<file path="src/common/asfr_pkg.sv">
// constants for the converter status flag register bank
// assumes a 32-bit axi4-lite slave with 8-bit byte addresses
package asfr_pkg;
    localparam int unsigned ADDR_W = 8;
    localparam int unsigned NCHAN  = 6;

    // register indices; byte address is four times the index
    localparam logic [5:0] STATUS_IDX = 6'h01;
    localparam logic [5:0] MODE_IDX   = 6'h02;
    localparam logic [5:0] EVT_IDX    = 6'h10;
    localparam logic [5:0] MASK_IDX   = 6'h11;
    localparam logic [7:0] STATUS_ADDR = {STATUS_IDX, 2'b00};
    localparam logic [7:0] MODE_ADDR   = {MODE_IDX, 2'b00};
    localparam logic [7:0] EVT_ADDR    = {EVT_IDX, 2'b00};
    localparam logic [7:0] MASK_ADDR   = {MASK_IDX, 2'b00};

    // status word and mode register fields
    localparam int unsigned LOCK_BIT   = 15;
    localparam int unsigned RESYNC_BIT = 14;
    localparam int unsigned REGMAP_BIT = 13;
    localparam int unsigned CRCERR_BIT = 12;
    localparam int unsigned CTYPE_BIT  = 11;
    localparam int unsigned RSTF_BIT   = 10;
    localparam int unsigned WLEN_LSB   = 8;
    localparam int unsigned REGCRC_BIT = 13;
    localparam int unsigned RXCRC_BIT  = 12;

    // mode register reset and writable bits (15:14 always read zero)
    localparam logic [15:0] MODE_RESET = 16'h0510;
    localparam logic [15:0] MODE_WMASK = 16'h3fff;

    // event status / mask layout
    localparam int unsigned EVT_W      = 4;
    localparam int unsigned EV_RESYNC  = 0;
    localparam int unsigned EV_REGMAP  = 1;
    localparam int unsigned EV_CRCERR  = 2;
    localparam int unsigned EV_NEWDATA = 3;

    localparam logic [1:0] RESP_OKAY   = 2'h0;
    localparam logic [1:0] RESP_SLVERR = 2'h2;
endpackage

</file>
<file path="src/asfr_status_bank.sv">
// status flag word and mode register of a six-channel converter, axi4-lite slave
// assumes lock_pin is asynchronous; all pulses come from logic on aclk
`timescale 1ns/10ps
`default_nettype none
// Summary of operation
// - bit 15 shows interface lock, reset unlocked
// - bit 14 set on every converter resync
// - bit 13 set when register checksum changes
// - bit 12 set on input checksum error
// - bit 11 mirrors selected checksum polynomial
// - bit 10 reads one after reset
// - bits 9:8 show word length, default 24
// - bits 5:0 new-data flag per channel
// - mode register at index 02h, reset 0510h
// - polynomial and length come from mode register
module asfr_status_bank #(
    parameter int unsigned CHANNELS = asfr_pkg::NCHAN
) (
    input  wire logic                       aclk,
    input  wire logic                       aresetn,
    input  wire logic [asfr_pkg::ADDR_W-1:0] awaddr,
    input  wire logic [2:0]                 awprot,
    input  wire logic                       awvalid,
    output var  logic                       awready,
    input  wire logic [31:0]                wdata,
    input  wire logic [3:0]                 wstrb,
    input  wire logic                       wvalid,
    output var  logic                       wready,
    output var  logic [1:0]                 bresp,
    output var  logic                       bvalid,
    input  wire logic                       bready,
    input  wire logic [asfr_pkg::ADDR_W-1:0] araddr,
    input  wire logic [2:0]                 arprot,
    input  wire logic                       arvalid,
    output var  logic                       arready,
    output var  logic [31:0]                rdata,
    output var  logic [1:0]                 rresp,
    output var  logic                       rvalid,
    input  wire logic                       rready,
    input  wire logic                       lock_pin,
    input  wire logic                       resync_pulse,
    input  wire logic                       regmap_change_pulse,
    input  wire logic                       rx_crc_error_pulse,
    input  wire logic [CHANNELS-1:0]        sample_done,
    input  wire logic [CHANNELS-1:0]        sample_taken,
    output var  logic                       irq,
    output var  logic [1:0]                 word_length_select,
    output var  logic                       crc_ansi_select,
    output var  logic                       regmap_crc_enable,
    output var  logic                       rx_crc_enable
);
    logic                       aw_hold, next_aw_hold, next_awready;
    logic [7:0]                 aw_addr, next_aw_addr;
    logic                       w_hold, next_w_hold, next_wready;
    logic [31:0]                w_data, next_w_data;
    logic [3:0]                 w_strb, next_w_strb;
    logic                       next_bvalid, next_arready, next_rvalid;
    logic [1:0]                 next_bresp, next_rresp;
    logic [31:0]                next_rdata;
    logic [15:0]                mode, next_mode;
    logic                       converter_resync_flag, next_resync;
    logic                       regmap_flag, next_regmap;
    logic                       crcerr_flag, next_crcerr;
    logic [CHANNELS-1:0]        new_sample, next_new_sample;
    logic [asfr_pkg::EVT_W-1:0] evt, next_evt, evt_mask, next_evt_mask, evt_set;
    logic                       next_irq, lock_flag;
    logic                       have_aw, have_w, do_write, rd_fire, status_rd;
    logic [7:0]                 wr_addr;
    logic [31:0]                wr_data;
    logic [3:0]                 wr_strb;
    logic [15:0]                status_word;
    logic                       rd_was_status;

    // the status word has room for six new-data flags only
    if (CHANNELS < 1 || CHANNELS > asfr_pkg::NCHAN) begin : g_bad_channels
        $error("asfr_status_bank serves one to six channels");
    end

    asfr_sync #(.WIDTH(1)) lock_sync (
        .aclk     (aclk),
        .aresetn  (aresetn),
        .async_in (lock_pin),
        .sync_out (lock_flag)
    );

    assign word_length_select = mode[asfr_pkg::WLEN_LSB +: 2];
    assign crc_ansi_select    = mode[asfr_pkg::CTYPE_BIT];
    assign regmap_crc_enable  = mode[asfr_pkg::REGCRC_BIT];
    assign rx_crc_enable      = mode[asfr_pkg::RXCRC_BIT];

    // checksum type, reset flag and length mirror mode
    always_comb begin
        status_word = '0;
        status_word[asfr_pkg::LOCK_BIT]   = lock_flag;
        status_word[asfr_pkg::RESYNC_BIT] = converter_resync_flag;
        status_word[asfr_pkg::REGMAP_BIT] = regmap_flag;
        status_word[asfr_pkg::CRCERR_BIT] = crcerr_flag;
        status_word[asfr_pkg::CTYPE_BIT]  = mode[asfr_pkg::CTYPE_BIT];
        status_word[asfr_pkg::RSTF_BIT]   = mode[asfr_pkg::RSTF_BIT];
        status_word[asfr_pkg::WLEN_LSB +: 2] = mode[asfr_pkg::WLEN_LSB +: 2];
        status_word[CHANNELS-1:0]         = new_sample;
    end

    // bus handshakes: address and data may arrive in either order
    always_comb begin
        have_aw = aw_hold | (awvalid & awready);
        have_w  = w_hold | (wvalid & wready);
        wr_addr = aw_hold ? aw_addr : awaddr;
        wr_data = w_hold ? w_data : wdata;
        wr_strb = w_hold ? w_strb : wstrb;
        do_write = have_aw & have_w & ~bvalid;
        rd_fire  = arvalid & arready;
        status_rd = rd_fire & (araddr == asfr_pkg::STATUS_ADDR);

        next_aw_hold = have_aw & ~do_write;
        next_aw_addr = wr_addr;
        next_w_hold  = have_w & ~do_write;
        next_w_data  = wr_data;
        next_w_strb  = wr_strb;
        next_bvalid  = do_write | (bvalid & ~bready);
        next_bresp   = bresp;
        next_awready = ~next_aw_hold & ~next_bvalid;
        next_wready  = ~next_w_hold & ~next_bvalid;

        next_mode     = mode;
        next_evt_mask = evt_mask;
        if (do_write) begin
            next_bresp = asfr_pkg::RESP_OKAY;
            case (wr_addr)
                // status write accepted but has no effect
                asfr_pkg::STATUS_ADDR: begin
                end
                asfr_pkg::MODE_ADDR: begin
                    if (wr_strb[0]) begin
                        next_mode[7:0] = wr_data[7:0];
                    end
                    if (wr_strb[1]) begin
                        next_mode[15:8] = wr_data[15:8];
                    end
                    next_mode = next_mode & asfr_pkg::MODE_WMASK;
                end
                asfr_pkg::EVT_ADDR: begin
                end
                asfr_pkg::MASK_ADDR: begin
                    if (wr_strb[0]) begin
                        next_evt_mask = wr_data[asfr_pkg::EVT_W-1:0];
                    end
                end
                default: begin
                    next_bresp = asfr_pkg::RESP_SLVERR;
                end
            endcase
        end

        next_rvalid  = rd_fire | (rvalid & ~rready);
        next_arready = ~next_rvalid;
        next_rdata   = rdata;
        next_rresp   = rresp;
        if (rd_fire) begin
            next_rdata = '0;
            next_rresp = asfr_pkg::RESP_OKAY;
            case (araddr)
                asfr_pkg::STATUS_ADDR: next_rdata[15:0] = status_word;
                asfr_pkg::MODE_ADDR:   next_rdata[15:0] = mode;
                asfr_pkg::EVT_ADDR:    next_rdata[asfr_pkg::EVT_W-1:0] = evt;
                asfr_pkg::MASK_ADDR:   next_rdata[asfr_pkg::EVT_W-1:0] = evt_mask;
                default:               next_rresp = asfr_pkg::RESP_SLVERR;
            endcase
        end
    end

    // sticky flags clear on a status read; a new event in that cycle wins
    always_comb begin
        next_resync = resync_pulse | (converter_resync_flag & ~status_rd);
        next_regmap = regmap_change_pulse | (regmap_flag & ~status_rd);
        next_crcerr = rx_crc_error_pulse | (crcerr_flag & ~status_rd);
    end

    for (genvar ch = 0; ch < CHANNELS; ch++) begin : g_chan
        assign next_new_sample[ch] = sample_done[ch] | (new_sample[ch] & ~sample_taken[ch]);
    end

    // event bits are write-one-to-clear; set beats clear
    always_comb begin
        evt_set = '0;
        evt_set[asfr_pkg::EV_RESYNC]  = resync_pulse;
        evt_set[asfr_pkg::EV_REGMAP]  = regmap_change_pulse;
        evt_set[asfr_pkg::EV_CRCERR]  = rx_crc_error_pulse;
        evt_set[asfr_pkg::EV_NEWDATA] = |sample_done;
        next_evt = evt;
        if (do_write && wr_addr == asfr_pkg::EVT_ADDR && wr_strb[0]) begin
            next_evt = evt & ~wr_data[asfr_pkg::EVT_W-1:0];
        end
        next_evt = next_evt | evt_set;
        next_irq = |(next_evt & next_evt_mask);
    end

    always_ff @(posedge aclk) begin
        if (!aresetn) begin
            aw_hold <= 1'b0;
            aw_addr <= '0;
            w_hold  <= 1'b0;
            w_data  <= '0;
            w_strb  <= '0;
            awready <= 1'b0;
            wready  <= 1'b0;
            bvalid  <= 1'b0;
            bresp   <= asfr_pkg::RESP_OKAY;
            arready <= 1'b0;
            rvalid  <= 1'b0;
            rdata   <= '0;
            rresp   <= asfr_pkg::RESP_OKAY;
            mode    <= asfr_pkg::MODE_RESET;
            converter_resync_flag <= 1'b0;
            regmap_flag <= 1'b0;
            crcerr_flag <= 1'b0;
            new_sample  <= '0;
            evt         <= '0;
            evt_mask    <= '0;
            irq         <= 1'b0;
            rd_was_status <= 1'b0;
        end else begin
            aw_hold <= next_aw_hold;
            aw_addr <= next_aw_addr;
            w_hold  <= next_w_hold;
            w_data  <= next_w_data;
            w_strb  <= next_w_strb;
            awready <= next_awready;
            wready  <= next_wready;
            bvalid  <= next_bvalid;
            bresp   <= next_bresp;
            arready <= next_arready;
            rvalid  <= next_rvalid;
            rdata   <= next_rdata;
            rresp   <= next_rresp;
            mode    <= next_mode;
            converter_resync_flag <= next_resync;
            regmap_flag <= next_regmap;
            crcerr_flag <= next_crcerr;
            new_sample  <= next_new_sample;
            evt         <= next_evt;
            evt_mask    <= next_evt_mask;
            irq         <= next_irq;
            rd_was_status <= rd_fire ? (araddr == asfr_pkg::STATUS_ADDR) : rd_was_status;
        end
    end
endmodule
`default_nettype wire

</file>
<file path="src/asfr_sync.sv">
// three-stage input synchroniser with agreement filter
// assumes inputs arrive asynchronously to aclk
`timescale 1ns/10ps
`default_nettype none
module asfr_sync #(
    parameter int unsigned WIDTH = 1
) (
    input  wire logic             aclk,
    input  wire logic             aresetn,
    input  wire logic [WIDTH-1:0] async_in,
    output var  logic [WIDTH-1:0] sync_out
);
    logic [WIDTH-1:0] stage1;
    logic [WIDTH-1:0] stage2;
    logic [WIDTH-1:0] stage3;
    logic [WIDTH-1:0] next_sync_out;

    if (WIDTH < 1) begin : g_bad_width
        $error("asfr_sync needs WIDTH of at least one");
    end

    // a change counts only once the second and third stages agree
    always_comb begin
        for (int i = 0; i < WIDTH; i++) begin
            next_sync_out[i] = (stage2[i] == stage3[i]) ? stage3[i] : sync_out[i];
        end
    end

    always_ff @(posedge aclk) begin
        if (!aresetn) begin
            stage1   <= '0;
            stage2   <= '0;
            stage3   <= '0;
            sync_out <= '0;
        end else begin
            stage1   <= async_in;
            stage2   <= stage1;
            stage3   <= stage2;
            sync_out <= next_sync_out;
        end
    end
endmodule
`default_nettype wire

</file>
<file path="config.mk">
export PLATFORM = sky130hd
export DESIGN_NAME = asfr_status_bank
export DESIGN_NICKNAME = d
export VERILOG_FILES = /design/src/common/asfr_pkg.sv /design/src/asfr_status_bank.sv /design/src/asfr_sync.sv
export SDC_FILE = /design/constraint.sdc
export NUM_CORES = 1
export LEC_CHECK = 0
export BUFFER_PORTS_ARGS = -buffer_cell sky130_fd_sc_hd__buf_4
export CORE_MARGIN = 8
export CORE_UTILIZATION = 49
export CTS_CLUSTER_SIZE = 8
export DETAILED_ROUTE_END_ITERATION = 16
export PLACE_DENSITY = 0.79
export SLEW_MARGIN = 30
export SYNTH_ARGS = -nofsm -noshare
export SYNTH_HDL_FRONTEND = slang
export SYNTH_SLANG_ARGS = --single-unit
</file>
<file path="constraint.sdc">
create_clock -name aclk -period 2.6 [get_ports aclk]
set_clock_uncertainty 0.15 [all_clocks]
set_input_delay 0.52 -clock aclk [delete_from_list [all_inputs] [get_ports aclk]]
set_output_delay 0.52 -clock aclk [all_outputs]
set_load 0.05 [all_outputs]
</file>
==> metrics.md, run 1 <==
| Metric | Value |
|---|---|
| Run status | completed |
| Grt ovf | 0 |
| Hold Vio Cnt, Final | 0 |
| FMAX | 427.8 MHz |
| Final setup vio count | 0 |
| Initial antenna violation count | 0 |
| Top Family by Delay on Critical Path | simple AND/OR/NAND/NOR gates |
| Length of routed met2 wiring | 3.987 mm |
| Slowest-stage cell, CP | and4b_1 |
| Via count | 2919 |
| Core area | slightly above 0.007 sq mm |
| Port-buffer cells | 83 |
| Core Rows | 31 |
| Hold Crit Depth | 2 |
| Final #Nets | approximately 540 |
| Critical path required time | 2.68 ns |
| CP Max Fanout | 9 |
| Ys async rst share | 0% |
| Total die area | a little over 0.01 sq mm |
| CTS Buf Count | 9 |
| Syn_area_per_cell | 9.468 sq um |
| Seq/Total Area, Yosys | 48.31% |
| GRT Resource Usage Total | 16.88% |
| Crit-path max cell delay | 0.46 ns |
| Vias in the first global route | slightly below 3000 |
| Min-Delay Path Class | in2reg |
| Pwr Density | 624.6 mW/mm^2 |
| Hold Buf Count CTS | 0 |
| Ant. Diodes | 0 |
| Top Ports | 128 |
| Chip width | a little over 100 microns |
| Total negative slack | 0 ns |
| Initial Utilization | between 40 and 50% |
| Highest-count cells in the layout ignoring fill and taps | buf_4, dfxtp_1, nor2_1 |
| Vias/cell | approximately 5.2 |
| R2R setup slack | 0.26 ns |
| TritonRoute pass-1 iters | 4 |
| Area delta synth->final | 25.19% |
| # fillers | 622 |
| Min-Delay Endpoint | lock_sync.stage1 |
| Layout cell share with drive strength beyond 1 | 29.25% |
| Fin Hold WS | 0.2171 ns |
| Synthesized area | ~0.0035 sq mm |
| Final Cycle Share | 89.91% |
| Post-synth EDFFs | 0 |
| Post-route minimum period | 2.338 ns |
| Worst-skew pair later-pin latency | 0.36 ns |
| Reg2reg path depth | 7 |
| FF-to-FF End | irq |
| Setup Buffers After CTS | 0 |
| Max cap viols | 0 |
| Pre-CTS WS | 0.03752 ns |
| Rel. slew slack | between 60% and 70% |
| Largest net degree at the start of global routing | 31 |
| Initial DRC count | between 150 and 200 |
| H-tree level count | 3 |
| Top Metal Used | met4 |
| Post-CTS sizing | 0 |
| CTS tree | built |
| Maximum VDD drop | between 0.3 and 0.4 mV |
| Clock sink count | 85 |
| Slew Limit Fails | 0 |
| Least-Margin Pin Slew | a little under 0.6 ns |
| Worst Slack Setup Final | around 0.26 ns |
| RSZ-0062 raised after global routing | false |
| RR Startpoint | aw_hold |
| Met3 WL | roughly 670 microns |
| Hold Path Origin | lock_pin |
| Metal-1 WL | 3.569 mm |
| Die Y | 100.8 microns |
| Total Wirelength | 8.441 mm |
| First-pass GRT wire length | 13.36 mm |
| CP endpoint kind | flip-flop |
| Unique masters post-synth | 55 |
| Clock Path Buffers | 2 |
| Commonest non-fill, non-tap cell in the layout | buf_4 |
| Clock Tree Root | clkbuf_8 |
| Placer congestion estimate | between 0.8 and 0.9 |
| CP arrival | roughly 2.4 ns |
| WP buf/inv | 1 |
| Critical Path, Cell by Cell | buf_4 > nor3b_1 > o21bai_1 > and4b_1 > mux2_2 > o21ai_0 > nand4_1 |
| Drt wl/cell | 14.97 microns |
| CP Launch Type | flip-flop |
| Synth Warn # | 0 |
| Leakage | about 1.9 nW |
| # DRC | 0 |
| HPWL after detailed placement | approximately 6.4 mm |
| Synth Instances | 372 |
| Seq cells post-synth | 85 |
| CP Class | reg2reg |
| Power Total | roughly 0.0028 W |
| CTS clk-pin slew, worst paths | 0.08 ns |
| Primary FF master, synth | dfxtp_1 |
| Final ANT Viol Nets | 0 |
[state kept, by name (all words and copies together), names as in the netlist, 2 cells and up]
signal,cells
w_data,14
new_sample,6
evt_mask,4
aw_addr,8
w_strb,2
rdata,16
evt,4
mode,14
[metrics by stage]
stage | util, % | std cells | instance area, sq um
global route | 62.12 | 564 | 4409
global placement | 59.10 | 548 | 4195
CTS | 62.01 | 564 | 4402
finish | 62.12 | 564 | 4409
detailed placement | 59.10 | 548 | 4195
floorplan | - | 389 | 3586
[cells by family (layout without fill, tap and decap cells)]
group / Yosys count / after routing / synth area share [%]
other: 1 / 18 / 0.1065
flip-flops: 85 / 85 / 48.31
XOR/XNOR: 1 / 1 / 0.2487
AO/OA/AOI/OAI: 73 / 73 / 14.99
multiplexers: 31 / 31 / 9.343
buffers and inverters: 45 / 121 / 7.744
AND/OR/NAND/NOR: 136 / 136 / 19.25
[layer usage]
layer | global-route usage, % | up-vias
li1 | - | 1449
met5 | 0 | -
met2 | 27.36 | 94
met4 | 8.488 | 0
met3 | 5.732 | 14
met1 | 19.32 | 1362
[worst max-delay path by stage]
stage | from | to | slack [ns] | cells after the start
final | aw_hold | irq | 0.26 | 7
after detailed placement | awaddr[7] | mode[3] | 0.04 | 7
after CTS | aw_hold | mode[3] | 0.19 | 6
after global placement | awaddr[7] | mode[8] | 0.09 | 7
after global routing | aw_hold | irq | 0.09 | 7
after floorplan | awready | mode[12] | 0.13 | 7
[cells in the mapped netlist (all sizes together) (6+ instances only)]
library cell | n | area share, %
a211oi | 13 | 3.6
a221oi | 7 | 1.7
a21oi | 19 | 2.8
mux2i | 26 | 7.7
dfxtp | 85 | 48
o21ai | 11 | 1.6
a22oi | 6 | 1.3
and2 | 11 | 2.0
nand2 | 9 | 0.96
buf | 32 | 6.4
inv | 8 | 0.85
nor2 | 79 | 9.2
nor3 | 10 | 1.4
[cell type report]
| type | count | area (sq um) | share of cell area [%] |
|---|---|---|---|
| flip-flops and latches | 85 | 1703 | 38.62 |
| multi-input cells | 259 | 1618 | 36.69 |
| repair buffers | 97 | 728.2 | 16.52 |
| clock buffers | 10 | 137.6 | 3.121 |
| well taps | 99 | 123.9 | 2.809 |
| clock inverters | 6 | 68.82 | 1.561 |
| inverters | 8 | 30.03 | 0.6810 |
[power by group]
part	internal (W)	switching [W]
combinational	0.000153	0.000246
sequential	0.00136	0.0000335
clock	0.000479	0.000484
[worst register-to-register path, stage by stage (launching register included)]
cell	delay, ns
dfxtp_2	0.40
buf_4	0.19
nor3b_1	0.30
o21bai_1	0.14
and4b_1	0.46
mux2_2	0.39
o21ai_0	0.07
nand4_1	0.12
Note: power is estimated with default switching activity, not from simulation.
==> run 2: changes to the inputs <==
Settings changed: BUFFER_PORTS_ARGS -buffer_cell sky130_fd_sc_hd__buf_4 to not set, CORE_UTILIZATION 49 to 60, DONT_BUFFER_PORTS set to 1, PLACE_DENSITY 0.79 to 0.76.
==> run 2 against run 1 <==
Compared with the run above:
- register-to-register slack lost 0.03 ns
- worst setup slack got worse by 0.029 ns
- clock-buffer cell count fell by 1
- largest power group unchanged
- core utilization increased by 3.2 points
- fmax decreased by 1.2%
- sequential cell count unchanged
- sequential power hardly changed
==> metrics.md, run 2 (synthesis results as in run 1) <==
| Metric | Value |
|---|---|
| Run status | completed |
| Setup Buffers After CTS | 0 |
| GRT Resource Usage Total | about 18% |
| Vias in the first global route | around 2600 |
| Final Cycle Share | 91.01% |
| Core Rows | 28 |
| Hold Buf Count CTS | 0 |
| Clock sink count | 85 |
| Pre-CTS WS | ~0.13 ns |
| Die Y | 92.62 microns |
| Maximum VDD drop | around 0.61 mV |
| Initial antenna violation count | 0 |
| Chip width | 92.62 microns |
| Reg with most FFs | rdata |
| Final ANT Viol Nets | 0 |
| Leakage | approximately 1.5 nW |
| Slew Limit Fails | 0 |
| Total negative slack | 0 ns |
| TritonRoute pass-1 iters | 4 |
| Critical Path, Cell by Cell | nor4_1 > a22oi_1 > or4_4 > nor2_4 > nor2_1 > a211oi_2 |
| Grt ovf | 0 |
| Port-buffer cells | 0 |
| Worst Slack Setup Final | 0.2338 ns |
| CP Launch Type | flip-flop |
| RSZ-0062 raised after global routing | false |
| HPWL after detailed placement | about 5.8 mm |
| Final setup vio count | 0 |
| Rel. slew slack | 60.91% |
| CTS clk-pin slew, worst paths | 0.09 ns |
| Highest-count cells in the layout ignoring fill and taps | dfxtp_1, nor2_1, mux2i_1 |
| First-pass GRT wire length | 12.39 mm |
| CP Class | reg2reg |
| Pwr Density | 726.7 mW/mm^2 |
| Largest net degree at the start of global routing | 38 |
| Least-Margin Pin Slew | around 0.58 ns |
| Ant. Diodes | 0 |
| Top Ports | roughly 130 |
| Initial Utilization | 60.93% |
| Max cap viols | 0 |
| Clock Path Buffers | 2 |
| CTS Buf Count | 9 |
| Placer congestion estimate | ~0.84 |
| Post-CTS sizing | 0 |
| # DRC | 0 |
| CP Max Fanout | 12 |
| Largest register FFs | 16 |
| FMAX | approximately 420 MHz |
| Total Wirelength | 7.705 mm |
| Commonest non-fill, non-tap cell in the layout | dfxtp_1 |
| Hold Vio Cnt, Final | 0 |
| Initial DRC count | 144 |
| Worst-skew pair later-pin latency | 0.35 ns |
| Drt wl/cell | 16.82 microns |
| CP arrival | approximately 2.5 ns |
| Clock Tree Root | clkbuf_8 |
| Vias/cell | ~5.6 |
| Core area | just under 0.006 sq mm |
| Layout cell share with drive strength beyond 1 | 13.58% |
| Final #Nets | 459 |
| Post-route minimum period | between 2 and 2.5 ns |
| H-tree level count | 3 |
| Min-Delay Path Class | in2reg |
| Total die area | 0.008578 sq mm |
| Largest regs | rdata x16, mode x14, w_data x14 |
| Via count | 2575 |
| Critical path required time | roughly 2.7 ns |
| Slowest-stage cell, CP | or4_4 |
| Crit-path max cell delay | ~0.62 ns |
| CTS tree | built |
| Area delta synth->final | 7.211% |
| CP endpoint kind | flip-flop |
run 2: cell count changes in the layout (fill, tap and decap cells not counted), sizes merged:
cell	change
buf	-82
inv	+1
bufinv	+1
clkbuf	-1
clkinv	-1
run 2: critical path, delay by kind of cell, from the launching register on:
kind / cells / cell delay [ns]
AND/OR/NAND/NOR: 4 / 1.39
flip-flops: 1 / 0.38
AO/OA/AOI/OAI: 2 / 0.37
run 2: layer usage:
metal  part of all wire, %  GRT usage (%)
met3                    10          7.362
met4                   1.0          7.919
met2                    47          29.38
met1                    42          20.49
met5                     0              0
run 2: cell type report:
type,instances,area (sq um)
repair buffers,15,112.6
multi-input cells,259,1612
clock buffers,9,123.9
fillers,504,2004
well taps,75,93.84
flip-flops and latches,85,1702
inverters,8,30.03
clock inverters,7,102.6
run 2: power breakdown:
part	switching [W]	total, W	leakage [nW]	internal [W]
clock	0.000491	0.00105	0.111	0.000555
sequential	0.0000578	0.00142	0.698	0.00136
combinational	0.000190	0.000282	0.641	0.0000917
run 2: stage by stage:
| step | hold WS (ns) | total power [W] | area (sq um) | cells | util [%] |
|---|---|---|---|---|---|
| after global placement | 0.2665 | 0.001720 | 3550 | 442 | 61.41 |
| final | 0.1044 | 0.002744 | 3776 | 458 | 65.32 |
| after detailed placement | 0.2783 | 0.001728 | 3550 | 442 | 61.41 |
| after CTS | 0.08431 | 0.002763 | 3776 | 458 | 65.32 |
| after global routing | 0.07841 | 0.002848 | 3776 | 458 | 65.32 |
| after floorplan | 0.2619 | 0.001695 | 3586 | 389 | - |
run 2: path summary, 6_finish.rpt:
| kind | cells past startpoint | from | end | slack, ns |
|---|---|---|---|---|
| setup / recovery | 6 | aw_hold | mode[9] | 0.23 |
| hold / removal | 1 | aresetn | mode[10] | 0.10 |
| setup reg to reg | 6 | aw_hold | mode[9] | 0.23 |
| hold reg to reg | 1 | lock_sync.stage1 | lock_sync.stage2 | 0.30 |
